--- config.mk ---
export PLATFORM = sky130hd
export DESIGN_NAME = qei_core
export DESIGN_NICKNAME = d
export VERILOG_FILES = /design/src/pkg/qei_pkg.sv /design/src/core/qei_sync.sv /design/src/core/qei_prediv.sv /design/src/core/qei_core.sv
export SDC_FILE = /design/constraint.sdc
export NUM_CORES = 1
export LEC_CHECK = 0
export BUFFER_PORTS_ARGS = -buffer_cell sky130_fd_sc_hd__buf_2
export CORE_MARGIN = 4
export CORE_UTILIZATION = 56
export CTS_CLUSTER_SIZE = 24
export DETAILED_ROUTE_END_ITERATION = 10
export PLACE_DENSITY = 0.82
export SETUP_SLACK_MARGIN = 0.15
export SLEW_MARGIN = 10
export SYNTH_ARGS = -nofsm -noshare
export SYNTH_HDL_FRONTEND = slang
export SYNTH_SLANG_ARGS = --single-unit
--- constraint.sdc ---
create_clock -name core_clk -period 6.32 [get_ports core_clk]
set_clock_uncertainty 0.1 [all_clocks]
set_input_delay 0.948 -clock core_clk [delete_from_list [all_inputs] [get_ports core_clk]]
set_output_delay 0.948 -clock core_clk [all_outputs]
set_load 0.02 [all_outputs]
--- src/pkg/qei_pkg.sv ---
// constants and types shared by the quadrature encoder interface
package qei_pkg;
  localparam int unsigned DATA_W      = 32;
  localparam int unsigned DIV_W       = 3;
  localparam int unsigned PRE_W       = 7;
  localparam int unsigned EVT_N       = 4;
  localparam int unsigned SYNC_STAGES = 2;
  // interrupt event bit positions
  localparam int unsigned EVT_INDEX   = 0;
  localparam int unsigned EVT_TIMER   = 1;
  localparam int unsigned EVT_DIR     = 2;
  localparam int unsigned EVT_ERROR   = 3;
  // reset values
  localparam logic [31:0] POS_RST     = 32'h0000_0000;
  localparam logic [31:0] TIMER_RST   = 32'h0000_0000;
  localparam logic [31:0] COUNT_RST   = 32'h0000_0000;
  localparam logic [31:0] SPEED_RST   = 32'h0000_0000;
  localparam logic [3:0]  EVT_RST     = 4'h0;
  localparam logic [6:0]  PRE_RST     = 7'h00;

  // last edge seen, for direction-change detection
  typedef enum logic [1:0] {
    QEI_LAST_NONE = 2'b00,
    QEI_LAST_A    = 2'b01,
    QEI_LAST_B    = 2'b11
  } qei_last_type;
endpackage : qei_pkg

--- src/core/qei_sync.sv ---
// two-flop synchroniser with edge outputs for one encoder input
`timescale 1ns/1ps
`default_nettype none
module qei_sync
  import qei_pkg::*;
(
  input  wire logic core_clk,
  input  wire logic arst_n,
  input  wire logic raw_in,
  output logic      level,
  output logic      edge_seen,
  output logic      rise
);
  typedef struct packed {
    logic meta;
    logic sync;
    logic prev;
  } qei_sync_type;

  qei_sync_type s_q;
  qei_sync_type s_d;

  // meta is only read by sync
  always_comb begin
    s_d      = s_q;
    s_d.meta = raw_in;
    s_d.sync = s_q.meta;
    s_d.prev = s_q.sync;
  end

  always_ff @(posedge core_clk or negedge arst_n) begin
    if (!arst_n) begin
      s_q <= '0;
    end else begin
      s_q <= s_d;
    end
  end

  assign level     = s_q.sync;
  assign edge_seen = s_q.sync ^ s_q.prev;
  assign rise      = s_q.sync & ~s_q.prev;
endmodule // qei_sync
`default_nettype wire

--- src/core/qei_prediv.sv ---
// velocity predivider: passes one edge in every 2^setting
`timescale 1ns/1ps
`default_nettype none
module qei_prediv
  import qei_pkg::*;
(
  input  wire logic             core_clk,
  input  wire logic             arst_n,
  input  wire logic             run,
  input  wire logic [DIV_W-1:0] setting,
  input  wire logic             edge_in,
  output logic                  edge_out
);
  typedef struct packed {
    logic [PRE_W-1:0] cnt;
  } qei_prediv_type;

  qei_prediv_type p_q;
  qei_prediv_type p_d;
  logic [PRE_W-1:0] limit;

  assign limit = PRE_W'((8'h01 << setting) - 8'h01);

  always_comb begin
    p_d = p_q;
    if (!run) begin
      p_d.cnt = PRE_RST;
    end else if (edge_in) begin
      p_d.cnt = (p_q.cnt >= limit) ? PRE_RST : p_q.cnt + 7'h01;
    end
  end

  always_ff @(posedge core_clk or negedge arst_n) begin
    if (!arst_n) begin
      p_q <= '0;
    end else begin
      p_q <= p_d;
    end
  end

  assign edge_out = run & edge_in & (p_q.cnt >= limit);
endmodule // qei_prediv
`default_nettype wire

--- src/core/qei_core.sv ---
// quadrature encoder interface: position, velocity and interrupts
//
// Behaviour
// - velocity has own enable; runs only while position tracking enabled
// - optional swap of phase inputs before decoding
// - quadrature mode decodes direction from which phase edges first
// - step-direction mode: A is step clock, B level gives direction
// - quadrature capture on A edges only or both channel edges
// - A leading B increments, B leading A decrements
// - rise and fall on one phase without other edge flags direction change
// - index mode clears position on index; decrement from zero loads maximum
// - max mode keeps position in zero..maximum, index ignored
// - velocity counts edges with same selection as position
// - period end copies count to speed, clears count
// - timer counts down, on zero flags event and reloads
// - edges per line two for A only, four for both
// - events for phase error, direction change, index, timer
// - each event masked, raw and masked status, clear; irq from unmasked
// - inputs reach decoder only when alternate function selected
// - predivider divides velocity edges by two to the setting
// - separate inverts for channel a, channel b and index
// - stall on halt freezes counting during debug halt
`timescale 1ns/1ps
`default_nettype none
module qei_core
  import qei_pkg::*;
(
  input  wire logic              core_clk,
  input  wire logic              arst_n,
  input  wire logic              quad_channel_a,
  input  wire logic              quad_channel_b,
  input  wire logic              index_pulse_input,
  input  wire logic              alt_function_sel,
  input  wire logic              position_enable,
  input  wire logic              velocity_enable,
  input  wire logic              swap_enable,
  input  wire logic              signal_interpretation_select,
  input  wire logic              edge_selection_setting,
  input  wire logic              position_reset_select,
  input  wire logic [DIV_W-1:0]  velocity_predivider_setting,
  input  wire logic              channel_a_invert,
  input  wire logic              channel_b_invert,
  input  wire logic              index_invert,
  input  wire logic              stall_on_halt,
  input  wire logic              debug_halt,
  input  wire logic [DATA_W-1:0] maximum_position,
  input  wire logic [DATA_W-1:0] velocity_timer_load,
  input  wire logic              position_write,
  input  wire logic [DATA_W-1:0] position_write_data,
  input  wire logic [EVT_N-1:0]  event_mask,
  input  wire logic [EVT_N-1:0]  event_clear,
  output logic [DATA_W-1:0]      position_value,
  output logic [DATA_W-1:0]      velocity_timer_value,
  output logic [DATA_W-1:0]      running_edge_count,
  output logic [DATA_W-1:0]      speed_result,
  output logic                   direction,
  output logic                   phase_error,
  output logic [EVT_N-1:0]       raw_status,
  output logic [EVT_N-1:0]       masked_status,
  output logic                   interrupt
);
  typedef struct packed {
    logic [DATA_W-1:0] pos;
    logic [DATA_W-1:0] timer;
    logic [DATA_W-1:0] count;
    logic [DATA_W-1:0] speed;
    logic [EVT_N-1:0]  raw;
    logic              dir;
    logic              err;
    qei_last_type      last;
    logic              last_rise;
  } qei_state_type;

  qei_state_type st_q;
  qei_state_type st_d;

  logic gated_a, gated_b, gated_i;
  logic a_lvl, b_lvl;
  logic a_edge, b_edge, a_rise, b_rise, i_rise;
  logic [2:0] gated_vec;
  logic [2:0] lvl_vec;
  logic [2:0] edge_vec;
  logic [2:0] rise_vec;
  logic ph_a, ph_b, e_a, e_b;
  logic frozen, pos_run, vel_run;
  logic step, up, vel_edge, both_edges, dir_flip;
  logic [EVT_N-1:0] evt;

  // pins stay with the general-purpose port until selected
  assign gated_a = alt_function_sel
                   & (quad_channel_a ^ channel_a_invert);
  assign gated_b = alt_function_sel
                   & (quad_channel_b ^ channel_b_invert);
  assign gated_i = alt_function_sel
                   & (index_pulse_input ^ index_invert);
  assign gated_vec = {gated_i, gated_b, gated_a};

  // one synchroniser per pin: bit 0 a, bit 1 b, bit 2 index
  for (genvar g = 0; g < 3; g++) begin : g_sync
    qei_sync u_sync (
      .core_clk  (core_clk),
      .arst_n    (arst_n),
      .raw_in    (gated_vec[g]),
      .level     (lvl_vec[g]),
      .edge_seen (edge_vec[g]),
      .rise      (rise_vec[g])
    );
  end
  assign a_lvl  = lvl_vec[0];
  assign b_lvl  = lvl_vec[1];
  assign a_edge = edge_vec[0];
  assign b_edge = edge_vec[1];
  assign a_rise = rise_vec[0];
  assign b_rise = rise_vec[1];
  assign i_rise = rise_vec[2];

  // swap after sync so both paths see equal latency
  assign ph_a = swap_enable ? b_lvl : a_lvl;
  assign ph_b = swap_enable ? a_lvl : b_lvl;
  assign e_a  = swap_enable ? b_edge : a_edge;
  assign e_b  = swap_enable ? a_edge : b_edge;
  assign both_edges = e_a & e_b;

  assign frozen  = stall_on_halt & debug_halt;
  assign pos_run = position_enable & ~frozen;
  assign vel_run = pos_run & velocity_enable;

  always_comb begin
    step = 1'b0;
    up   = 1'b1;
    if (signal_interpretation_select) begin
      // step on rising step clock, level of other input is direction
      step = swap_enable ? b_rise : a_rise;
      up   = ~ph_b;
    end else begin
      // a changed: a leads when a now differs from b
      if (e_a && !e_b) begin
        step = 1'b1;
        up   = ph_a ^ ph_b;
      end else if (e_b && !e_a && edge_selection_setting) begin
        step = 1'b1;
        up   = ~(ph_a ^ ph_b);
      end
    end
  end

  // rise then fall on one phase with nothing on the other
  assign dir_flip = ~signal_interpretation_select & ~both_edges &
                    ((e_a && st_q.last == QEI_LAST_A) ||
                     (e_b && st_q.last == QEI_LAST_B));

  qei_prediv u_prediv (
    .core_clk (core_clk),
    .arst_n   (arst_n),
    .run      (vel_run),
    .setting  (velocity_predivider_setting),
    .edge_in  (step),
    .edge_out (vel_edge)
  );

  always_comb begin
    st_d = st_q;
    evt  = EVT_RST;
    if (pos_run) begin
      if (!signal_interpretation_select) begin
        if (both_edges) begin
          st_d.err = 1'b1;
          evt[EVT_ERROR] = 1'b1;
        end
        if (e_a && !e_b) begin
          st_d.last = QEI_LAST_A;
        end else if (e_b && !e_a) begin
          st_d.last = QEI_LAST_B;
        end
        if (dir_flip) begin
          evt[EVT_DIR] = 1'b1;
        end
      end
      if (step) begin
        st_d.dir = ~up;
        if (up) begin
          st_d.pos = (st_q.pos >= maximum_position) ? POS_RST
                     : st_q.pos + 32'h0000_0001;
        end else begin
          st_d.pos = (st_q.pos == POS_RST || st_q.pos > maximum_position)
                     ? maximum_position : st_q.pos - 32'h0000_0001;
        end
      end
      if (i_rise) begin
        evt[EVT_INDEX] = 1'b1;
        if (position_reset_select) begin
          st_d.pos = POS_RST;
        end
      end
    end
    if (position_write) begin
      st_d.pos = position_write_data;
    end
    if (vel_run) begin
      if (st_q.timer == TIMER_RST) begin
        st_d.timer = velocity_timer_load;
        st_d.speed = st_q.count + {31'h0000_0000, vel_edge};
        st_d.count = COUNT_RST;
        evt[EVT_TIMER] = 1'b1;
      end else begin
        st_d.timer = st_q.timer - 32'h0000_0001;
        st_d.count = st_q.count + {31'h0000_0000, vel_edge};
      end
    end else if (!velocity_enable) begin
      st_d.timer = velocity_timer_load;
      st_d.count = COUNT_RST;
    end
    // a new event wins over a clear in the same cycle
    st_d.raw = (st_q.raw & ~event_clear) | evt;
    if (event_clear[EVT_ERROR] && !evt[EVT_ERROR]) begin
      st_d.err = 1'b0;
    end
  end

  always_ff @(posedge core_clk or negedge arst_n) begin
    if (!arst_n) begin
      st_q <= '0;
    end else begin
      st_q <= st_d;
    end
  end

  assign position_value       = st_q.pos;
  assign velocity_timer_value = st_q.timer;
  assign running_edge_count   = st_q.count;
  assign speed_result         = st_q.speed;
  assign direction            = st_q.dir;
  assign phase_error          = st_q.err;
  assign raw_status           = st_q.raw;
  assign masked_status        = st_q.raw & event_mask;
  assign interrupt            = |masked_status;
endmodule // qei_core
`default_nettype wire

### After elaboration in Yosys (flattened, before gate mapping)

Index checks and enable logic that the tools add are counted.

| storage, ports and cells | value |
|---|---|
| word-level logic and storage cells | 127 |
| register bits after elaboration | 152 |
| input bits | 125 |

| cells by class | value |
|---|---|
| shifts and indexed selects | 1 |
| bitwise gates (word level) | 33 |
| equality and inequality tests | 5 |
| add/sub/neg operators | 6 |
| magnitude comparators | 3 |
| muxes and demuxes | 39 |
| reductions and logical operators | 22 |

Operator list:

| operator | number |
|---|---|
| $mux W32 | 8 |
| $mux W64 | 3 |
| $logic_not A32 Y1 | 2 |
| $sub A32 B1 Y32 const B | 2 |
| $add A32 B1 Y32 | 1 |
| $add A32 B1 Y32 const B | 1 |
| $ge A32 B32 Y1 | 1 |
| $gt A32 B32 Y1 | 1 |
| $mux W7 | 3 |
| $mux W1 | 19 |
| $and A1 B1 Y1 | 14 |
| $not A1 Y1 | 9 |
| $and A4 B4 Y4 | 2 |
| $mux W2 | 4 |
| $reduce_bool A2 Y1 | 4 |
| $add A7 B1 Y7 const B | 1 |
| $ge A7 B7 Y1 | 1 |
| $shl A1 B3 Y7 const A | 1 |
| $sub A7 B1 Y7 const B | 1 |
| $logic_and A1 B1 Y1 | 6 |
| $mux W3 | 2 |
| $reduce_and A3 Y1 | 2 |
| $xor A1 B1 Y1 | 6 |
| $ne A2 B1 Y1 const B | 2 |
| other kinds (9) | 13 |

### Longest topological paths before layout

Gate-level depths: netlist of the first run.

| logic depth | value |
|---|---|
| depth after elaboration | 14 |
| depth in mapped cells | 22 |

### Cells and area by module

A second synthesis of the first run with hierarchy kept.

| second synthesis, totals | value |
|---|---|
| cells, all modules | 1493 |
| area total of the unflattened synthesis | 11805.1 um^2 |

Modules (own cells, without submodules):

| module | times used | seq. area each (um^2) | area each (um^2) | cells each |
|---|---|---|---|---|
| qei_core | 1 | 3403.3 | 10919.2 | 1412 |
| qei_prediv | 1 | 175.2 | 600.6 | 63 |
| qei_sync | 3 | 75.1 | 95.1 | 6 |

### Worst setup path before layout of the first run

OpenSTA, ideal clock, no wires.

| timing | value |
|---|---|
| kind | input-to-reg |
| start point | input velocity_predivider_setting[1] |
| end point | register st_q, in the netlist running_edge_count[31] |
| data required time | 6.092 ns |
| path buffers | 1 |
| data arrival time | 4.593 ns |
| setup slack | 1.500 ns |
| stages | 22 |
| cell sequence | or3_1 > ha_1 > nand2b_1 > a21o_1 > a21o_1 > a21o_1 > a21o_1 > a21oi_1 > nor2_1 > nor2_1 > nor2_1 > ha_1 > and4_1 > clkbuf_1 > nor4b_1 > and2_1 > nor2b_1 > nand2_1 > nor4_1 > o21ai_0 > nand2_1 > o21ai_0 |

| on the way | value |
|---|---|
| word-level cells in the longest chain between the ends | 7 |

RTL lines:

| element | RTL line | source |
|---|---|---|
| start: declaration | qei_core.sv:40 | `input wire logic [DIV_W-1:0] velocity_predivider_setting,` |
| $shl A1 B3 Y7 | qei_prediv.sv:22 | `assign limit = PRE_W'((8'h01 << setting) - 8'h01);` |
| $sub A7 B1 Y7 | qei_prediv.sv:22 |  |
| $ge A7 B7 Y1 | qei_prediv.sv:41 | `assign edge_out = run & edge_in & (p_q.cnt >= limit);` |
| $and A1 B1 Y1 | qei_prediv.sv:41 |  |
| $add A32 B1 Y32 | qei_core.sv:207 | `st_d.count = st_q.count + {31'h0000_0000, vel_edge};` |
| $mux W64 | qei_core.sv:200 | `if (st_q.timer == TIMER_RST) begin` |
| $mux W64 | qei_core.sv:199 | `if (vel_run) begin` |
| end signal: assignment | qei_core.sv:224 | `st_q <= st_d;` |
| end: declaration | qei_core.sv:74 | `qei_state_type st_q;` |

Every way passes these cells.
A chain may end at the register's enable or synchronous reset.

### Worst setup path in the final report of the first run

Ends and elaborated chain as after synthesis.

==> impl_metrics.yaml, run 1 <==
hold_path:
  hp-class: "reg -> reg"
  min_from: "g_sync[2].u_sync.s_d[1]"
worst_setup_path:
  startpoint: "velocity_predivider_setting[1]"
  critPathKind: "in -> reg"
  arrival_ns: 5.62
  r2r_start: "g_sync[0].u_sync.level"
  crit_required_ns: 6.52
  cp_max_fo: 6
  crit_path_start_kind: "input port"
  cp-end-kind: "flop"
clock_network:
  cts_buffers: 17
  clkLatencyLatePin_ns: 0.43
  cts_tree: "done"
  cts.sinks: 152
  cts_resized: 0
  cts-root-buf: "clkbuf_16"
  cts.clk_slew.worst_paths_ns: 0.07
  cts_setup_buffers: 0
  htreeDepth: 4
  holdBufCountCts: 0
  ctsLongestPathBuffers: 2
timing:
  rsz0062_at_grt: "no"
  setup_ws_ns: 0.904
  setup-tns-final_ns: 0
  setup_violations: 0
  slew_headroom: 0.225
  fmax_mhz: 185
  tightest_slew_ns: 1.16
  slew_violations: 0
  hold_viol: 0
  finalCritPeriodShare: 0.857
  period_needed_ns: 5.42
logic_synthesis:
  synth.ff_latch_count: 152
  syn-cell-area_um2: 11600
  avgSynthCellArea_um2: 7.82
  seq_area_frac_synth: 0.327
  synth_edf_count: 0
  synth_ff_type: "dfrtp_1"
  synthArstFlopShare: 1.00
  syn-instance-count: 1487
  yosysWarnings: 0
  syn_nets: 1663
  yosysUniqueCellTypes: 67
power_and_ir_drop:
  ir_worst_vdd_mv: 0.156
  cellLeakagePower_nw: 5.94
  power.density_nw_per_um2: 232
cells_and_area:
  layout_common_cells: "buf_2 (262), nand2_1 (199), dfrtp_1 (152)"
  final_common_cell: "buf_2"
  diodes: 0
  nNetsFinal: 1733
  final_layout_size_suffix_gt1_frac: 0.209
  area_growth_pct: 8.32
  num-fill-cells: 1846
floorplanning:
  core_area_um2: 20300
  dieHeight_um: 152
  io_pins: 264
  dieArea_um2: 23100
  start_util: 0.573
  std_cell_rows: 52
  die_x_um: 152
detailed_routing:
  drc_errors: 0
  via_per_inst: 6.16
  initialDrtViolationCount: 1051
  wire_per_inst_um: 18.6
  ant_nets: 0
  routed_wl_mm: 34.2
  vias: 11333
  dr.pass1.iters: 6
global_routing:
  grt_usage: 0.289
  antenna_found_initial: 2
  grt_pass1_wl_mm: 55.8
  met2_usage: 0.456
  grt_pass1_vias: 10614
  use_met1: 0.386
  busiest_layer: "met2"
  grt_start_max_net_pins: 106
  grt.overflow.total: 0
  use_met3: 0.0759
placed_design:
  routabilityCongestion: 1.03
  io_buffer_count: 263
  hpwlAfterDp_mm: 24.8
  pre_cts_ws_ns: 0.488
outcome:
  status: "complete, no violations"
flow_run:
  cap_viol_max_count: 0
[worst paths after layout]
path	endpoint	slack (ns)	depth (start not counted)
min in group asynchronous	raw_status[1]	0.51	1
max in group asynchronous	position_value[7]	4.23	2
hold / removal	g_sync[2].u_sync.level	0.25	0
setup / recovery	running_edge_count[31]	0.90	22
setup reg to reg	running_edge_count[31]	1.06	18
hold reg to reg	g_sync[2].u_sync.level	0.25	0
[cells by family (layout without fill, tap and decap cells)]
family	after synthesis	after routing	synth area share
simple gates	552	552	0.230
compound gates	379	379	0.199
xor+xnor	57	57	0.0429
flops	152	152	0.327
fa+ha+maj	51	51	0.0549
buf+inv	287	370	0.138
mux	9	9	0.00829
[metal layers]
| layer | vias up | share of wire | wire [um] |
|---|---|---|---|
| met4 | 4 | 0.032 | 1090 |
| li1 | 5275 | - | - |
| met1 | 5291 | 0.40 | 13700 |
| met2 | 657 | 0.46 | 15800 |
| met3 | 106 | 0.11 | 3610 |
| met5 | - | 0.00076 | 26 |
[flip-flops by register name, indices dropped and copies added (netlist names)]
signal and cells:
g_sync.u_sync.s_d 3, u_prediv.p_q 7, g_sync.u_sync.s_q 3, direction 1, g_sync.u_sync.level 3, running_edge_count 32
velocity_timer_value 32, speed_result 32, raw_status 4, st_q 2, position_value 32, phase_error 1
[area by class of cell]
| type | count | area [um^2] | area share |
|---|---|---|---|
| multi-input combinational | 1048 | 6230 | 0.495 |
| sequential | 152 | 3800 | 0.302 |
| timing repair buffer | 276 | 1420 | 0.113 |
| clock buffer | 18 | 429 | 0.0341 |
| tap | 270 | 338 | 0.0268 |
| inverter | 62 | 233 | 0.0185 |
| clock inverter | 14 | 136 | 0.0108 |
[critical path: stages]
cell and delay [ns]:
buf_2 0.13, or3_1 0.37, ha_1 0.27, nand2b_1 0.09, a21o_1 0.11, a21o_1 0.11, a21o_1 0.11, a21o_1 0.11
a21oi_1 0.08, nor2_1 0.16, nor2_1 0.06, nor2_1 0.12, ha_1 0.21, and4_1 0.35, nor4b_1 0.70, and2_1 0.26
nor2b_1 0.47, nand2_1 0.14, nor4_1 0.50, o21ai_0 0.15, nand2_1 0.09, o21ai_0 0.07
[report_power, final]
part           leakage [nW]  total, mW  internal (mW)  switching [mW]
combinational          3.69      0.732          0.266           0.466
clock                 0.280       1.00          0.553           0.450
sequential             1.98       1.18           1.04           0.141
[synth_stat cells (all sizes together), types with 4 or more instances]
master / n / area share
nor4: 13 / 0.0070
xnor2: 30 / 0.023
nor3b: 5 / 0.0032
or2: 7 / 0.0038
a221oi: 9 / 0.0068
or3: 32 / 0.017
o31ai: 24 / 0.015
clkbuf: 79 / 0.026
nor2b: 6 / 0.0032
o22ai: 5 / 0.0027
a221o: 5 / 0.0043
a22o: 6 / 0.0045
nand2b: 6 / 0.0032
and2: 15 / 0.0081
a31oi: 9 / 0.0048
xor2: 27 / 0.020
mux2: 5 / 0.0048
ha: 51 / 0.055
a22oi: 9 / 0.0058
buf: 146 / 0.093
o2111ai: 7 / 0.0053
and3: 21 / 0.011
a211oi: 6 / 0.0039
nor3: 49 / 0.021
o211ai: 17 / 0.011
nand3: 59 / 0.025
a21o: 11 / 0.0071
nor4b: 4 / 0.0030
or4: 10 / 0.0068
mux2i: 4 / 0.0034
inv: 62 / 0.020
and4: 6 / 0.0045
nor2: 89 / 0.029
dfrtp: 152 / 0.33
nand4: 21 / 0.011
nand2: 201 / 0.065
o21ai: 155 / 0.067
a21oi: 86 / 0.037
a211o: 6 / 0.0045
[metrics by stage]
stage                util  cell area, um^2  power (mW)  std cells  hold slack (ns)
finish              0.620            12600        2.92       1840            0.252
global route        0.620            12600        3.07       1840            0.259
CTS                 0.620            12600        2.92       1840            0.256
detailed placement  0.593            12000        1.91       1808            0.242
global placement    0.593            12000        1.89       1808            0.234
floorplan               -            11600        1.73       1487            0.231
Note: power is estimated with default switching activity, not from simulation.
==> run 2: changes to the inputs <==
--- a/config.mk
+++ b/config.mk
@@ -8,6 +8,7 @@
 export BUFFER_PORTS_ARGS = -buffer_cell sky130_fd_sc_hd__buf_2
 export CORE_MARGIN = 4
 export CORE_UTILIZATION = 56
+export CTS_BUF_LIST = sky130_fd_sc_hd__clkbuf_8 sky130_fd_sc_hd__clkbuf_16
 export CTS_CLUSTER_SIZE = 24
 export DETAILED_ROUTE_END_ITERATION = 10
 export PLACE_DENSITY = 0.82
==> constraint.sdc (replaced) <==
create_clock -name core_clk -period 6.32 [get_ports core_clk]
set_clock_uncertainty 0.1 [all_clocks]
set_input_delay 1.264 -clock core_clk [delete_from_list [all_inputs] [get_ports core_clk]]
set_output_delay 1.264 -clock core_clk [all_outputs]
set_load 0.02 [all_outputs]
==> run 2 against run 1 <==
Effect of this change: routed wire length fell by 0.52%; via count fell by 1.6%; clock power rose by 4%.
==> impl_metrics.yaml, run 2 (synthesis gave the netlist of run 1 again) <==
worst_setup_path:
  cp-end-kind: "flop"
  cpLargestDelayFamily: "simple AND/OR/NAND/NOR gates"
  startpoint: "velocity_predivider_setting[1]"
  crit_buf_inv: 2
  critPathKind: "in -> reg"
  r2r_start: "g_sync[1].u_sync.level"
  arrival_ns: 5.48
  crit_slowest_cell: "nor2b_1"
  r2r_end: "running_edge_count[31]"
  slowest_delay_ns: 0.44
  worstPathCellList: "buf_2, or3_1, ha_1, nand2b_1, a21o_1, a21o_1, a21o_1, a21o_1, a21oi_1, nor2_1, nor2_1, nor2_1, ha_1, and4_1, nor4b_1, buf_4, and2_1, nor2b_1, nand2_1, nor4_1, o21ai_0, nand2_1, o21ai_0"
  crit_path_start_kind: "input port"
  crit_required_ns: 6.52
  cp_max_fo: 6
  reg2reg_depth: 19
  cpMostUsedCell: "a21o_1"
  rrSetupSlack_ns: 1.55
placed_design:
  routabilityCongestion: 0.997
  io_buffer_count: 263
  hpwlAfterDp_mm: 24.4
clock_network:
  cts.sinks: 152
  clkLatencyLatePin_ns: 0.43
  cts_setup_buffers: 0
  cts_tree: "done"
  cts_buffers: 17
  htreeDepth: 4
  holdBufCountCts: 0
  cts_resized: 0
  cts.clk_slew.worst_paths_ns: 0.06
  ctsLongestPathBuffers: 2
  cts-root-buf: "clkbuf_16"
hold_path:
  hold-path-endpoint: "g_sync[1].u_sync.level"
  min_from: "g_sync[1].u_sync.s_d[1]"
  hp-class: "reg -> reg"
  hold_depth: 0
power_and_ir_drop:
  p_total_mw: 2.95
  power.density_nw_per_um2: 234
  cellLeakagePower_nw: 5.96
  p_int_mw: 1.90
  power.switching_mw: 1.05
  ir_worst_vdd_mv: 0.205
  p_sw_frac: 0.355
  seqPwrFrac: 0.400
  combPwrFrac: 0.249
  clockPowerShare: 0.351
timing:
  hold_ws_ns: 0.248
  setup-tns-final_ns: 0
  period_needed_ns: 5.28
  finalCritPeriodShare: 0.835
  setup_violations: 0
  tightest_slew_ns: 1.25
  slew_headroom: 0.159
  fmax_mhz: 189
  slew_violations: 0
  hold_viol: 0
  rsz0062_at_grt: "no"
detailed_routing:
  dr.pass1.iters: 5
  wire_per_inst_um: 18.5
  drc_errors: 0
  via_per_inst: 6.06
  initialDrtViolationCount: 910
  vias: 11152
  routed_wl_mm: 34.1
  ant_nets: 0
flow_run:
  cap_viol_max_count: 0
floorplanning:
  die_x_um: 152
  std_cell_rows: 52
  start_util: 0.573
  dieHeight_um: 152
  io_pins: 264
  core_area_um2: 20300
  dieArea_um2: 23100
cells_and_area:
  diodes: 0
  utilization: 0.622
  area_growth_pct: 8.62
  final_layout_size_suffix_gt1_frac: 0.209
  nNetsFinal: 1733
  layout_common_cells: "buf_2 (262), nand2_1 (199), dfrtp_1 (152)"
  final_common_cell: "buf_2"
global_routing:
  grt_pass1_vias: 10555
  grt_pass1_wl_mm: 54.5
  grt_start_max_net_pins: 107
  grt_usage: 0.283
  antenna_found_initial: 3
  grt.overflow.total: 0
outcome:
  status: "complete, no violations"
run 2: cell types whose count changed in the layout (fill, tap and decap cells not counted):
cell	previous run	this run
clkinv_4	1	2
clkinv_2	3	2
inv_8	2	0
clkbuf_1	1	0
inv_1	62	63
bufinv_16	1	2
buf_12	0	1
buf_4	13	11
inv_6	6	5
nor2_1	88	87
clkbuf_8	0	1
buf_6	1	2
nor2_2	0	1
run 2: worst max path at each step:
stage | to | depth (start not counted) | slack [ns]
6_report | running_edge_count[31] | 23 | 1.04
5_1_grt | running_edge_count[31] | 23 | 0.52
4_1_cts | running_edge_count[31] | 23 | 1.07
3_5_place_dp | running_edge_count[31] | 23 | 0.61
3_3_place_gp | running_edge_count[31] | 23 | 0.70
2_1_floorplan | running_edge_count[31] | 22 | 1.18
run 2: power by group through the flow:
stage | Clock (mW) | Sequential [mW] | Combinational [mW]
2_1_floorplan | 0 | 1.13 | 0.605
3_3_place_gp | 0 | 1.19 | 0.703
3_5_place_dp | 0 | 1.19 | 0.722
4_1_cts | 1.05 | 1.17 | 0.726
5_1_grt | 1.09 | 1.20 | 0.804
6_report | 1.04 | 1.18 | 0.735
run 2: worst register-to-register path, cell delays in order, from the launching register on:
cell	delay [ns]
dfrtp_1	0.45
ha_1	0.33
mux2_2	0.29
inv_1	0.08
ha_1	0.20
nor2_1	0.07
a22oi_1	0.34
nand2_1	0.13
nor2_1	0.15
ha_1	0.21
and4_1	0.32
nor4b_1	0.28
buf_4	0.19
and2_1	0.15
nor2b_1	0.44
nand2_1	0.14
nor4_1	0.44
o21ai_0	0.14
nand2_1	0.10
o21ai_0	0.08
run 2: metrics by stage:
step	worst slack, ns	cell area, um^2	cells
floorplan	1.18	11600	1487
global placement	0.701	12000	1807
detailed placement	0.615	12000	1807
CTS	1.07	12600	1838
global route	0.524	12600	1839
finish	1.04	12600	1839
run 2: routing by layer:
| layer | wire [um] | GRT usage | vias up |
|---|---|---|---|
| met5 | 41 | 0 | - |
| met4 | 1130 | 0.107 | 6 |
| met3 | 3530 | 0.0822 | 85 |
| met2 | 15500 | 0.448 | 615 |
| met1 | 13900 | 0.368 | 5168 |
| li1 | - | - | 5278 |
run 2: area by class of cell:
class                      count  area [um^2]
clock buffer                  18          439
clock inverter                13          143
fill                        1796         7670
inverter                      62          233
multi-input combinational   1048         6240
sequential                   152         3800
tap                          270          338
timing repair buffer         276         1440
